===== config.mk =====
export PLATFORM = sky130hd
export DESIGN_NAME = gpw_port
export DESIGN_NICKNAME = d
export VERILOG_FILES = /design/src/common/gpw_pkg.sv /design/src/hw/gpw_edge.sv /design/src/hw/gpw_port.sv
export SDC_FILE = /design/constraint.sdc
export NUM_CORES = 2
export LEC_CHECK = 0
export ABC_AREA = 1
export BUFFER_PORTS_ARGS = -buffer_cell sky130_fd_sc_hd__buf_2
export CORE_MARGIN = 1.5
export CORE_UTILIZATION = 35
export CTS_BUF_LIST = sky130_fd_sc_hd__clkbuf_16
export CTS_CLUSTER_DIAMETER = 30
export DETAILED_ROUTE_END_ITERATION = 16
export GPL_TIMING_DRIVEN = 1
export PLACE_DENSITY = 0.55
export RECOVER_POWER = 100
export SLEW_MARGIN = 40
export SYNTH_ARGS = -nofsm -noshare
export SYNTH_HDL_FRONTEND = slang
export SYNTH_SLANG_ARGS = --single-unit

===== constraint.sdc =====
create_clock -name i_sys_clk -period 1.45 [get_ports i_sys_clk]
set_input_delay 0.2175 -clock i_sys_clk [delete_from_list [all_inputs] [get_ports i_sys_clk]]
set_output_delay 0.2175 -clock i_sys_clk [all_outputs]
set_load 0.05 [all_outputs]

===== src/common/gpw_pkg.sv =====
// Constants, types and helpers shared by the general purpose port block
// Notes on behaviour
// - Port logic drives and samples all free pins
// - Each pin direction set by own bit
// - Set and clear registers change many outputs
// - Read back output latch and live pin level
// - Mask bits keep value during port writes
// - Byte, halfword and word accesses all supported
// - Whole port output written in one access
// - Ports 0 and 2 give rise/fall edge interrupts
// - Edge seen without clock through raw pin
// - Enabled edge raises a power-down wake request
// - After reset all pins are inputs
// - Registers sit on fast zero-wait system port
// - DMA engine uses the same register port
package gpw_pkg;

  // ----------------------------------------------------------------------
  // Sizes
  // ----------------------------------------------------------------------
  localparam int NUM_PORTS = 3;    // Ports 0, 1 and 2
  localparam int PORT_W = 32;      // Pins per port
  localparam int ADDR_W = 8;       // Byte address width
  localparam int BE_W = 4;         // Byte enables per word

  // ----------------------------------------------------------------------
  // Port register window: port p sits at p * 0x20
  // ----------------------------------------------------------------------
  localparam logic [4:0] OFS_DIR = 5'h00;    // Direction, 1 = output
  localparam logic [4:0] OFS_MASK = 5'h04;   // Write/read mask, 1 = excluded
  localparam logic [4:0] OFS_PIN = 5'h08;    // Read live pins, write whole port
  localparam logic [4:0] OFS_SET = 5'h0C;    // Write ones to drive high
  localparam logic [4:0] OFS_CLR = 5'h10;    // Write ones to drive low
  localparam logic [4:0] OFS_OUT = 5'h14;    // Read output latch

  // ----------------------------------------------------------------------
  // Edge interrupt windows for port 0 and port 2
  // ----------------------------------------------------------------------
  localparam logic [7:0] EDGE0_BASE = 8'h60;  // Port 0 edge registers
  localparam logic [7:0] EDGE2_BASE = 8'h70;  // Port 2 edge registers
  localparam logic [3:0] OFS_RISE = 4'h0;     // Rising edge enable
  localparam logic [3:0] OFS_FALL = 4'h4;     // Falling edge enable
  localparam logic [3:0] OFS_STAT = 4'h8;     // Sticky status, write one clears
  localparam logic [3:0] OFS_IMSK = 4'hC;     // Interrupt mask, 1 = enabled

  // ----------------------------------------------------------------------
  // Reset values
  // ----------------------------------------------------------------------
  localparam logic [31:0] RST_WORD = 32'h0000_0000;  // Every register clears
  localparam logic [31:0] RD_UNMAPPED = 32'h0000_0000;  // Unmapped reads

  // Expand byte enables into a bit mask
  function automatic logic [31:0] be_bits(input logic [3:0] be);
    be_bits = {{8{be[3]}}, {8{be[2]}}, {8{be[1]}}, {8{be[0]}}};
  endfunction

  // Merge new data into old data on the enabled byte lanes
  function automatic logic [31:0] be_merge(input logic [31:0] old_v,
                                           input logic [31:0] new_v,
                                           input logic [3:0] be);
    be_merge = (old_v & ~be_bits(be)) | (new_v & be_bits(be));
  endfunction

endpackage


===== src/hw/gpw_edge.sv =====
// Edge interrupt detector and wake logic for one port
module gpw_edge (
  input wire logic i_sys_clk,
  input wire logic i_rst_n,
  input wire logic [31:0] i_pin_sync,
  input wire logic [31:0] i_pin_raw,
  input wire logic i_wr,
  input wire logic [3:0] i_ofs,
  input wire logic [31:0] i_wdata,
  input wire logic [3:0] i_be,
  output logic [31:0] o_rise_en,
  output logic [31:0] o_fall_en,
  output logic [31:0] o_stat,
  output logic [31:0] o_imsk,
  output logic o_irq,
  output logic o_wake
);

  // ----------------------------------------------------------------------
  // State
  // ----------------------------------------------------------------------
  typedef struct packed {
    logic [31:0] rise_en;  // Rising edge enables
    logic [31:0] fall_en;  // Falling edge enables
    logic [31:0] imsk;     // Interrupt mask
    logic [31:0] stat;     // Sticky edge status
    logic [31:0] prev;     // Last synchronised level
  } gpw_edge_st_type;

  gpw_edge_st_type st;
  gpw_edge_st_type next_st;
  logic [31:0] events;     // Edges seen this cycle
  logic [31:0] clr_bits;   // Status bits written with one

  // Edge detection and register updates
  always_comb begin
    next_st = st;
    events = (st.rise_en & i_pin_sync & ~st.prev) |
             (st.fall_en & ~i_pin_sync & st.prev);
    clr_bits = '0;
    if (i_wr) begin
      unique case (i_ofs)
        gpw_pkg::OFS_RISE: next_st.rise_en = gpw_pkg::be_merge(st.rise_en, i_wdata, i_be);
        gpw_pkg::OFS_FALL: next_st.fall_en = gpw_pkg::be_merge(st.fall_en, i_wdata, i_be);
        gpw_pkg::OFS_IMSK: next_st.imsk = gpw_pkg::be_merge(st.imsk, i_wdata, i_be);
        gpw_pkg::OFS_STAT: clr_bits = i_wdata & gpw_pkg::be_bits(i_be);
        default: clr_bits = '0;
      endcase
    end
    // New edge wins over a clear in the same cycle
    next_st.stat = (st.stat & ~clr_bits) | events;
    next_st.prev = i_pin_sync;
  end

  // Register the state
  always_ff @(posedge i_sys_clk) begin
    if (!i_rst_n) begin
      st <= '0;
    end else begin
      st <= next_st;
    end
  end

  // Outputs
  assign o_rise_en = st.rise_en;
  assign o_fall_en = st.fall_en;
  assign o_stat = st.stat;
  assign o_imsk = st.imsk;
  assign o_irq = |(st.stat & st.imsk);
  // Raw pin against last sample needs no clock edge, so a stopped clock still wakes
  assign o_wake = o_irq | |((st.rise_en & i_pin_raw & ~st.prev) |
                            (st.fall_en & ~i_pin_raw & st.prev));

  // ----------------------------------------------------------------------
  // Checks
  // ----------------------------------------------------------------------
  a_rise_sets_stat: assert property (@(posedge i_sys_clk) disable iff (!i_rst_n)
    (st.rise_en[0] && i_pin_sync[0] && !st.prev[0]) |=> st.stat[0])
    else $error("rising edge did not set status");
  a_stat_sticky: assert property (@(posedge i_sys_clk) disable iff (!i_rst_n)
    (st.stat[0] && !(i_wr && i_ofs == gpw_pkg::OFS_STAT)) |=> st.stat[0])
    else $error("status bit dropped without clear");
  a_wake_follows: assert property (@(posedge i_sys_clk) disable iff (!i_rst_n)
    (st.stat[0] && st.imsk[0] && !i_wr) |=> (o_wake && o_irq))
    else $error("pending edge gave no wake");

endmodule


===== src/hw/gpw_port.sv =====
// General purpose parallel port block with edge wake-up
module gpw_port (
  input wire logic i_sys_clk,
  input wire logic i_rst_n,
  // Register port, shared by processor and DMA engine
  input wire logic [gpw_pkg::ADDR_W-1:0] i_bus_addr,
  input wire logic [31:0] i_bus_wdata,
  input wire logic [gpw_pkg::BE_W-1:0] i_bus_be,
  input wire logic i_bus_wr,
  input wire logic i_bus_rd,
  output logic [31:0] o_bus_rdata,
  // Pins
  input wire logic [gpw_pkg::NUM_PORTS-1:0][31:0] i_gpio_in,
  output logic [gpw_pkg::NUM_PORTS-1:0][31:0] o_gpio_out,
  output logic [gpw_pkg::NUM_PORTS-1:0][31:0] o_gpio_oe,
  // Events
  output logic o_irq,
  output logic o_wake
);

  // ----------------------------------------------------------------------
  // State
  // ----------------------------------------------------------------------
  typedef struct packed {
    logic [gpw_pkg::NUM_PORTS-1:0][31:0] sync1;  // First synchroniser stage
    logic [gpw_pkg::NUM_PORTS-1:0][31:0] sync2;  // Second synchroniser stage
    logic [gpw_pkg::NUM_PORTS-1:0][31:0] dir;    // Direction bits
    logic [gpw_pkg::NUM_PORTS-1:0][31:0] mask;   // Mask bits
    logic [gpw_pkg::NUM_PORTS-1:0][31:0] out;    // Output latch
    logic [31:0] rdata;                          // Read data, one cycle
  } gpw_port_st_type;

  gpw_port_st_type st;
  gpw_port_st_type next_st;

  // ----------------------------------------------------------------------
  // Address decode
  // ----------------------------------------------------------------------
  logic [gpw_pkg::NUM_PORTS-1:0] port_hit;  // Access falls in a port window
  logic [4:0] port_ofs;                     // Offset inside a port window
  logic edge0_hit;                          // Port 0 edge window
  logic edge2_hit;                          // Port 2 edge window
  logic [31:0] lane_bits;                   // Enabled byte lanes as bits
  logic [3:0] edge_ofs;                     // Offset inside an edge window

  // Edge unit outputs
  logic [31:0] e0_rise;
  logic [31:0] e0_fall;
  logic [31:0] e0_stat;
  logic [31:0] e0_imsk;
  logic e0_irq;
  logic e0_wake;
  logic [31:0] e2_rise;
  logic [31:0] e2_fall;
  logic [31:0] e2_stat;
  logic [31:0] e2_imsk;
  logic e2_irq;
  logic e2_wake;

  // Decode the byte address into windows
  always_comb begin
    // Bits 1:0 are dropped and the byte enables pick the lanes, so offsets are word aligned
    port_ofs = {i_bus_addr[4:2], 2'b00};
    edge_ofs = {i_bus_addr[3:2], 2'b00};
    for (int p = 0; p < gpw_pkg::NUM_PORTS; p++) begin
      // Each port owns a 0x20 byte window
      port_hit[p] = (i_bus_addr[7:5] == 3'(p));
    end
    edge0_hit = (i_bus_addr[7:4] == gpw_pkg::EDGE0_BASE[7:4]);
    edge2_hit = (i_bus_addr[7:4] == gpw_pkg::EDGE2_BASE[7:4]);
    lane_bits = gpw_pkg::be_bits(i_bus_be);
  end

  // ----------------------------------------------------------------------
  // Next state
  // ----------------------------------------------------------------------
  // Synchronisers, port writes and read capture
  always_comb begin
    logic [31:0] open_bits;  // Bits that a port write may touch
    open_bits = '0;
    next_st = st;
    // Two flop synchroniser on every pin
    next_st.sync1 = i_gpio_in;
    next_st.sync2 = st.sync1;
    // Read data stand for one cycle only
    next_st.rdata = '0;

    for (int p = 0; p < gpw_pkg::NUM_PORTS; p++) begin
      // Mask and byte lanes together gate the output latch
      open_bits = lane_bits & ~st.mask[p];
      if (i_bus_wr && port_hit[p]) begin
        case (port_ofs)
          // Direction bits, any number at any time
          gpw_pkg::OFS_DIR: begin
            next_st.dir[p] = gpw_pkg::be_merge(st.dir[p], i_bus_wdata, i_bus_be);
          end
          // Mask register itself is not masked
          gpw_pkg::OFS_MASK: begin
            next_st.mask[p] = gpw_pkg::be_merge(st.mask[p], i_bus_wdata, i_bus_be);
          end
          // Whole port value in one access, masked bits kept
          gpw_pkg::OFS_PIN, gpw_pkg::OFS_OUT: begin
            next_st.out[p] = (st.out[p] & ~open_bits) | (i_bus_wdata & open_bits);
          end
          // Ones drive high, zeros leave alone
          gpw_pkg::OFS_SET: begin
            next_st.out[p] = st.out[p] | (i_bus_wdata & open_bits);
          end
          // Ones drive low, zeros leave alone
          gpw_pkg::OFS_CLR: begin
            next_st.out[p] = st.out[p] & ~(i_bus_wdata & open_bits);
          end
          // Unmapped offsets ignore writes
          default: begin
            next_st.out[p] = st.out[p];
          end
        endcase
      end
      if (i_bus_rd && port_hit[p]) begin
        case (port_ofs)
          // Direction readback
          gpw_pkg::OFS_DIR: next_st.rdata = st.dir[p];
          // Mask readback
          gpw_pkg::OFS_MASK: next_st.rdata = st.mask[p];
          // Live synchronised pins, masked bits read as zero
          gpw_pkg::OFS_PIN: next_st.rdata = st.sync2[p] & ~st.mask[p];
          // Stored output latch
          gpw_pkg::OFS_OUT: next_st.rdata = st.out[p];
          // Set, clear and holes read as zero
          default: next_st.rdata = gpw_pkg::RD_UNMAPPED;
        endcase
      end
    end

    // Edge unit registers
    if (i_bus_rd && edge0_hit) begin
      case (edge_ofs)
        gpw_pkg::OFS_RISE: next_st.rdata = e0_rise;
        gpw_pkg::OFS_FALL: next_st.rdata = e0_fall;
        gpw_pkg::OFS_STAT: next_st.rdata = e0_stat;
        gpw_pkg::OFS_IMSK: next_st.rdata = e0_imsk;
        default: next_st.rdata = gpw_pkg::RD_UNMAPPED;
      endcase
    end
    if (i_bus_rd && edge2_hit) begin
      case (edge_ofs)
        gpw_pkg::OFS_RISE: next_st.rdata = e2_rise;
        gpw_pkg::OFS_FALL: next_st.rdata = e2_fall;
        gpw_pkg::OFS_STAT: next_st.rdata = e2_stat;
        gpw_pkg::OFS_IMSK: next_st.rdata = e2_imsk;
        default: next_st.rdata = gpw_pkg::RD_UNMAPPED;
      endcase
    end
  end

  // ----------------------------------------------------------------------
  // State register
  // ----------------------------------------------------------------------
  // Synchronous reset leaves every pin an input
  always_ff @(posedge i_sys_clk) begin
    if (!i_rst_n) begin
      st <= '0;
    end else begin
      st <= next_st;
    end
  end

  // ----------------------------------------------------------------------
  // Edge units for port 0 and port 2
  // ----------------------------------------------------------------------
  // Port 0 edge detector
  gpw_edge u_edge0 (
    .i_sys_clk(i_sys_clk),
    .i_rst_n(i_rst_n),
    .i_pin_sync(st.sync2[0]),
    .i_pin_raw(i_gpio_in[0]),
    .i_wr(i_bus_wr && edge0_hit),
    .i_ofs(edge_ofs),
    .i_wdata(i_bus_wdata),
    .i_be(i_bus_be),
    .o_rise_en(e0_rise),
    .o_fall_en(e0_fall),
    .o_stat(e0_stat),
    .o_imsk(e0_imsk),
    .o_irq(e0_irq),
    .o_wake(e0_wake)
  );

  // Port 2 edge detector
  gpw_edge u_edge2 (
    .i_sys_clk(i_sys_clk),
    .i_rst_n(i_rst_n),
    .i_pin_sync(st.sync2[2]),
    .i_pin_raw(i_gpio_in[2]),
    .i_wr(i_bus_wr && edge2_hit),
    .i_ofs(edge_ofs),
    .i_wdata(i_bus_wdata),
    .i_be(i_bus_be),
    .o_rise_en(e2_rise),
    .o_fall_en(e2_fall),
    .o_stat(e2_stat),
    .o_imsk(e2_imsk),
    .o_irq(e2_irq),
    .o_wake(e2_wake)
  );

  // ----------------------------------------------------------------------
  // Outputs
  // ----------------------------------------------------------------------
  // Pins follow the latch and direction bits
  assign o_gpio_out = st.out;
  assign o_gpio_oe = st.dir;
  // Read data from a flop, zero-wait port for processor and DMA
  assign o_bus_rdata = st.rdata;
  // Level interrupt and wake request
  assign o_irq = e0_irq | e2_irq;
  assign o_wake = e0_wake | e2_wake;

  // ----------------------------------------------------------------------
  // Checks
  // ----------------------------------------------------------------------
  // After reset no pin is driven
  a_reset_all_in: assert property (@(posedge i_sys_clk)
    $past(!i_rst_n) |-> (o_gpio_oe == '0))
    else $error("pin driven right after reset");

  // Direction write lands in the next cycle
  a_dir_write: assert property (@(posedge i_sys_clk) disable iff (!i_rst_n)
    (i_bus_wr && i_bus_addr == {3'h0, gpw_pkg::OFS_DIR} && i_bus_be == 4'hF)
    |=> (o_gpio_oe[0] == $past(i_bus_wdata)))
    else $error("direction write lost");

  // Set register raises written unmasked bits
  a_set_bits: assert property (@(posedge i_sys_clk) disable iff (!i_rst_n)
    (i_bus_wr && i_bus_addr == {3'h0, gpw_pkg::OFS_SET} && i_bus_be == 4'hF)
    |=> ((o_gpio_out[0] & $past(i_bus_wdata) & ~$past(st.mask[0])) ==
         ($past(i_bus_wdata) & ~$past(st.mask[0]))))
    else $error("set write did not raise bits");

  // Clear write leaves every bit outside the written unmasked ones alone
  a_clr_bits: assert property (@(posedge i_sys_clk) disable iff (!i_rst_n)
    (i_bus_wr && i_bus_addr == {3'h0, gpw_pkg::OFS_CLR} && i_bus_be == 4'hF)
    |=> ((o_gpio_out[0] | ($past(i_bus_wdata) & ~$past(st.mask[0]))) ==
         ($past(o_gpio_out[0]) | ($past(i_bus_wdata) & ~$past(st.mask[0])))))
    else $error("clear write disturbed bits");

  // Latch readback appears exactly one cycle after the read
  a_out_readback: assert property (@(posedge i_sys_clk) disable iff (!i_rst_n)
    (i_bus_rd && i_bus_addr == {3'h0, gpw_pkg::OFS_OUT}) |=> (o_bus_rdata == $past(st.out[0])))
    else $error("latch readback wrong");

  // Masked bits keep their value through a whole-port write
  a_mask_hold: assert property (@(posedge i_sys_clk) disable iff (!i_rst_n)
    (i_bus_wr && i_bus_addr == {3'h2, gpw_pkg::OFS_PIN})
    |=> ((o_gpio_out[2] & $past(st.mask[2])) == ($past(o_gpio_out[2]) & $past(st.mask[2]))))
    else $error("masked bit changed");

  // Byte write leaves the other lanes alone
  a_byte_lane: assert property (@(posedge i_sys_clk) disable iff (!i_rst_n)
    (i_bus_wr && i_bus_addr == {3'h1, gpw_pkg::OFS_DIR} && i_bus_be == 4'h1)
    |=> (o_gpio_oe[1][31:8] == $past(o_gpio_oe[1][31:8])))
    else $error("byte write spilled into other lanes");

  // Full unmasked word write sets the whole port at once
  a_full_write: assert property (@(posedge i_sys_clk) disable iff (!i_rst_n)
    (i_bus_wr && i_bus_addr == {3'h0, gpw_pkg::OFS_OUT} && i_bus_be == 4'hF &&
     st.mask[0] == '0) |=> (o_gpio_out[0] == $past(i_bus_wdata)))
    else $error("whole port write incomplete");

  // Pin level reaches the readable stage two cycles later
  a_pin_sync: assert property (@(posedge i_sys_clk) disable iff (!i_rst_n)
    $past(i_rst_n) ##1 $past(i_rst_n) |-> (st.sync2 == $past(i_gpio_in, 2)))
    else $error("synchroniser delay wrong");

  // Read data stand only in the cycle after a read
  a_rdata_clear: assert property (@(posedge i_sys_clk) disable iff (!i_rst_n)
    (!i_bus_rd) |=> (o_bus_rdata == '0))
    else $error("read data held too long");

  // Set write never lowers a bit that was already high
  a_set_keeps: assert property (@(posedge i_sys_clk) disable iff (!i_rst_n)
    (i_bus_wr && i_bus_addr == {3'h0, gpw_pkg::OFS_SET})
    |=> ((o_gpio_out[0] & $past(o_gpio_out[0])) == $past(o_gpio_out[0])))
    else $error("set write lowered a bit");

  // Clear write never raises a bit that was low
  a_clr_keeps: assert property (@(posedge i_sys_clk) disable iff (!i_rst_n)
    (i_bus_wr && i_bus_addr == {3'h0, gpw_pkg::OFS_CLR})
    |=> ((o_gpio_out[0] & ~$past(o_gpio_out[0])) == '0))
    else $error("clear write raised a bit");

  // Direction readback follows the register
  a_dir_readback: assert property (@(posedge i_sys_clk) disable iff (!i_rst_n)
    (i_bus_rd && i_bus_addr == {3'h1, gpw_pkg::OFS_DIR})
    |=> (o_bus_rdata == $past(o_gpio_oe[1])))
    else $error("direction readback wrong");

  // Live pin read shows synchronised levels, masked bits as zero
  a_pin_readback: assert property (@(posedge i_sys_clk) disable iff (!i_rst_n)
    (i_bus_rd && i_bus_addr == {3'h2, gpw_pkg::OFS_PIN})
    |=> (o_bus_rdata == ($past(st.sync2[2]) & ~$past(st.mask[2]))))
    else $error("pin readback wrong");

  // Mask write lands whole in the next cycle
  a_mask_write: assert property (@(posedge i_sys_clk) disable iff (!i_rst_n)
    (i_bus_wr && i_bus_addr == {3'h2, gpw_pkg::OFS_MASK} && i_bus_be == 4'hF)
    |=> (st.mask[2] == $past(i_bus_wdata)))
    else $error("mask write lost");

  // Directions move only on a bus write
  a_dir_stable: assert property (@(posedge i_sys_clk) disable iff (!i_rst_n)
    (!i_bus_wr) |=> $stable(o_gpio_oe))
    else $error("direction changed without a write");

  // Output latch moves only on a bus write
  a_out_stable: assert property (@(posedge i_sys_clk) disable iff (!i_rst_n)
    (!i_bus_wr) |=> $stable(o_gpio_out))
    else $error("output latch changed without a write");

  // Reads above the mapped windows return zero
  a_unmapped_zero: assert property (@(posedge i_sys_clk) disable iff (!i_rst_n)
    (i_bus_rd && i_bus_addr[7]) |=> (o_bus_rdata == '0))
    else $error("unmapped read not zero");

  // Port 0 edge status readback
  a_stat0_read: assert property (@(posedge i_sys_clk) disable iff (!i_rst_n)
    (i_bus_rd && i_bus_addr == {gpw_pkg::EDGE0_BASE[7:4], gpw_pkg::OFS_STAT})
    |=> (o_bus_rdata == $past(e0_stat)))
    else $error("port 0 status readback wrong");

  // Port 2 edge status readback
  a_stat2_read: assert property (@(posedge i_sys_clk) disable iff (!i_rst_n)
    (i_bus_rd && i_bus_addr == {gpw_pkg::EDGE2_BASE[7:4], gpw_pkg::OFS_STAT})
    |=> (o_bus_rdata == $past(e2_stat)))
    else $error("port 2 status readback wrong");

endmodule


==> out/results.txt <==
Final Util - 53.8%
Worst Hold Path Cells - 6
Most used routing layer in global routing - met2
Clock Power Share - 62.7%
Max-cap violation count - 0
Drt drc - 0
Placer congestion estimate - 0.914
Setup ws final - -1.14 ns
Clock root buffer - clkbuf_16
Most used DFF post-synth - dfxtp_1
Initial core utilization - 35.4%
Final worst path period need - 2.59 ns
Area grow syn2layout - 52.0%
Rel. slew slack - 51.7%
Buf/Inv on CP - 2
Global Route Usage Sum - 29.0%
Met1 Use GR - 39.8%
Endpoints failing hold - 0
Largest net degree at the start of global routing - 83
Switch Pwr - 18.6 mW
Failing checks - negative setup slack
1st-iter DRT viols - 3929
Family with the most delay on the worst path - simple AND/OR/NAND/NOR gates
Hold Crit Class - in -> reg
Post-synthesis cell area - 39400 um^2
Clock skew after layout - 0.0481 ns
Vias - 42627
Synth area leader - dfxtp_1
R2R Setup Slk - 0.01 ns
Hold WS - 0.0797 ns
Final WL - 171 mm
Largest stage delay on the critical path - 0.32 ns
Count of pins over their slew limit - 0
Tcrit/Tclk final - 179%
Gate Count Post-Synth - 5906
Top-area cell type share of the netlist area - 42.3%
Switching share of power - 24.6%
Vias per cell - 4.96
Die area - 114000 um^2
Synth top area cells - dfxtp_1, nand2_1, inv_1
Leakage - 26.8 nW
Clock transition at the registers of the reported paths - 0.05 ns
Ys async rst share - 0%
Rows - 122
Gr ovfl total - 0
Fin cells - 8596
First-pass GRT wire length - 253 mm
Dpl cells - 7867
Fillcell total - 10473
Dominant cell by count in the synthesized netlist - nand2_1
FF+latch area - 17300 um^2
Setup WS pre-CTS - -0.684 ns
Crit start category - flip-flop
Avg Inst Size Synth - 6.67 um^2
Routed len/inst - 19.9 um
Reg power frac - 30.9%
Clock Tree Buf Depth - 3
Setup violators final - 718
Die Width - 338 um
Vias in the first global route - 40219
Actual slew at the worst max-slew pin - 0.725 ns
Met2 Use GR - 44.5%
DPL Wire Length - 121 mm
Worst ir drop on vdd - 1100 uV
Combinational Power Share - 6.3%
Fraction of the yosys area taken by sequential cells - 42.3%
RR Startpoint - st[325]$_SDFF_PN0_
Max stage delay cell, worst path - dfxtp_2
Cell count of the worst reg-to-reg path - 8
Critical path cell sequence - nand2_2 -> nand4_1 -> nor2_4 -> buf_6 -> nand2_4 -> nor2_4 -> nand2_2 -> nor2_4 -> nand3_4 -> buf_8
Latest clock arrival within the worst-skew pair - 0.80 ns
CP most frequent cell - nor2_4
CTS sink cnt - 832
WS Path Type - reg -> out
Req. time, crit path - 1.23 ns
Post-route ant nets - 0
M3 GR Usage - 6.70%
TritonCTS buffer count - 206
H-tree levels - 4
Fmax - 0.386 GHz
Syn Nets - 6050
First drt pass iteration count - 8
Synth warn - 0
Register bit total from synthesis - 832
Antenna violations before repair - 14
Crit Path Max Fanout - 2
Core area - 111000 um^2
Cell-internal power - 56.9 mW
Outcome - finished, violations left
Pwr Density - 1260 nW/um^2
Synth cell types - 31
CTS tree - yes
Layout Nets - 7069
Port bufs - 367
Hold_sp - i_bus_be[3]
Die Span Y - 338 um
Layout cell share with drive strength beyond 1 - 26.8%
Unrepaired setup endpoints after global routing - true
Post-synth EDFFs - 0
R2r endpoint - o_bus_rdata[5]$_SDFF_PN0_
Crit. End Element - output port
Hold endpoint - o_gpio_out[25]$_SDFFE_PN0P_
Multi-input logic area - 16800 um^2
Top Ports - 370
CP Data Arrival Time - 2.37 ns
Synth cell count leaders - nand2_1, inv_1, dfxtp_1
[placed cells by master, fill, tap and decap left out, drive strengths merged]
| master | n |
|---|---|
| a21oi | 449 |
| nand4 | 37 |
| o21ai | 561 |
| nand2 | 1282 |
| nor4 | 1 |
| dlygate4sd3 | 148 |
| a31oi | 64 |
| bufinv | 34 |
| nand3b | 22 |
| nor3 | 6 |
| clkbuf | 221 |
| dfxtp | 832 |
| or2 | 8 |
| clkinvlp | 18 |
| o22ai | 32 |
| inv | 895 |
| nand3 | 513 |
| buf | 1191 |
| o2111ai | 32 |
| diode | 1 |
| clkinv | 95 |
| nor2 | 666 |
[cells by family after synthesis]
family	share of synthesized area (%)
AO/OA/AOI/OAI	15.1
buffers and inverters	15.9
AND/OR/NAND/NOR	26.7
flip-flops	42.3
[layout make-up]
cell class	count	area share (%)
clock inverter	183	3.41
multi-input combinational	3673	28.1
tap	1488	3.11
inverter	859	5.42
antenna	1	0.00418
clock buffer	207	8.66
sequential	832	29.0
timing repair buffer	1353	22.4
[worst max path at each step]
stage / startpoint / to / cells after the start
floorplan: i_bus_addr[7] / flip-flop / 9
global placement: i_bus_addr[3] / o_bus_rdata[25]$_SDFF_PN0_ / 14
detailed placement: i_bus_addr[3] / o_bus_rdata[25]$_SDFF_PN0_ / 14
CTS: u_edge0.o_stat[25]$_SDFF_PN0_ / o_wake / 10
global route: u_edge0.o_stat[31]$_SDFF_PN0_ / o_irq / 12
finish: u_edge0.o_stat[25]$_SDFF_PN0_ / o_wake / 10
[power by group through the flow]
stage | logic [mW] | registers (mW) | clock network (mW)
4_1_cts | 4.69 | 23.4 | 47.8
3_5_place_dp | 4.21 | 24.0 | 0
2_1_floorplan | 1.93 | 23.9 | 0
5_1_grt | 5.06 | 23.4 | 49.1
6_report | 4.77 | 23.4 | 47.4
3_3_place_gp | 4.19 | 24.0 | 0
[through the flow]
stage | power, mW | cell area [um^2] | TNS (ns)
2_1_floorplan | 25.8 | 39500 | -1.24
3_3_place_gp | 28.2 | 46500 | -215.43
3_5_place_dp | 28.2 | 46500 | -216.33
4_1_cts | 75.8 | 59700 | -23.66
5_1_grt | 77.5 | 59800 | -121.57
6_report | 75.5 | 59800 | -75.30
[metal layers]
metal  up-vias  part of all wire (%)
li1      20636                     -
met1     19825                    44
met2      1864                    43
met3       284                   9.2
met4        18                   2.9
met5         -                 0.067
[timing repair]
action	in CTS	in global routing
setup endpoints to repair	226	240
resized for setup	1119	78
pin swaps	21	25
buffers inserted	181	17
hold buffers	148	0
endpoints found under the hold margin	434	0
[tightest hold or removal path, stage by stage]
cell and delay [ns]:
buf_2 0.13, buf_4 0.15, nand2_1 0.14, nor2_1 0.05
nand3_1 0.07, a21oi_1 0.06
Power figures use the tool's default switching activity.
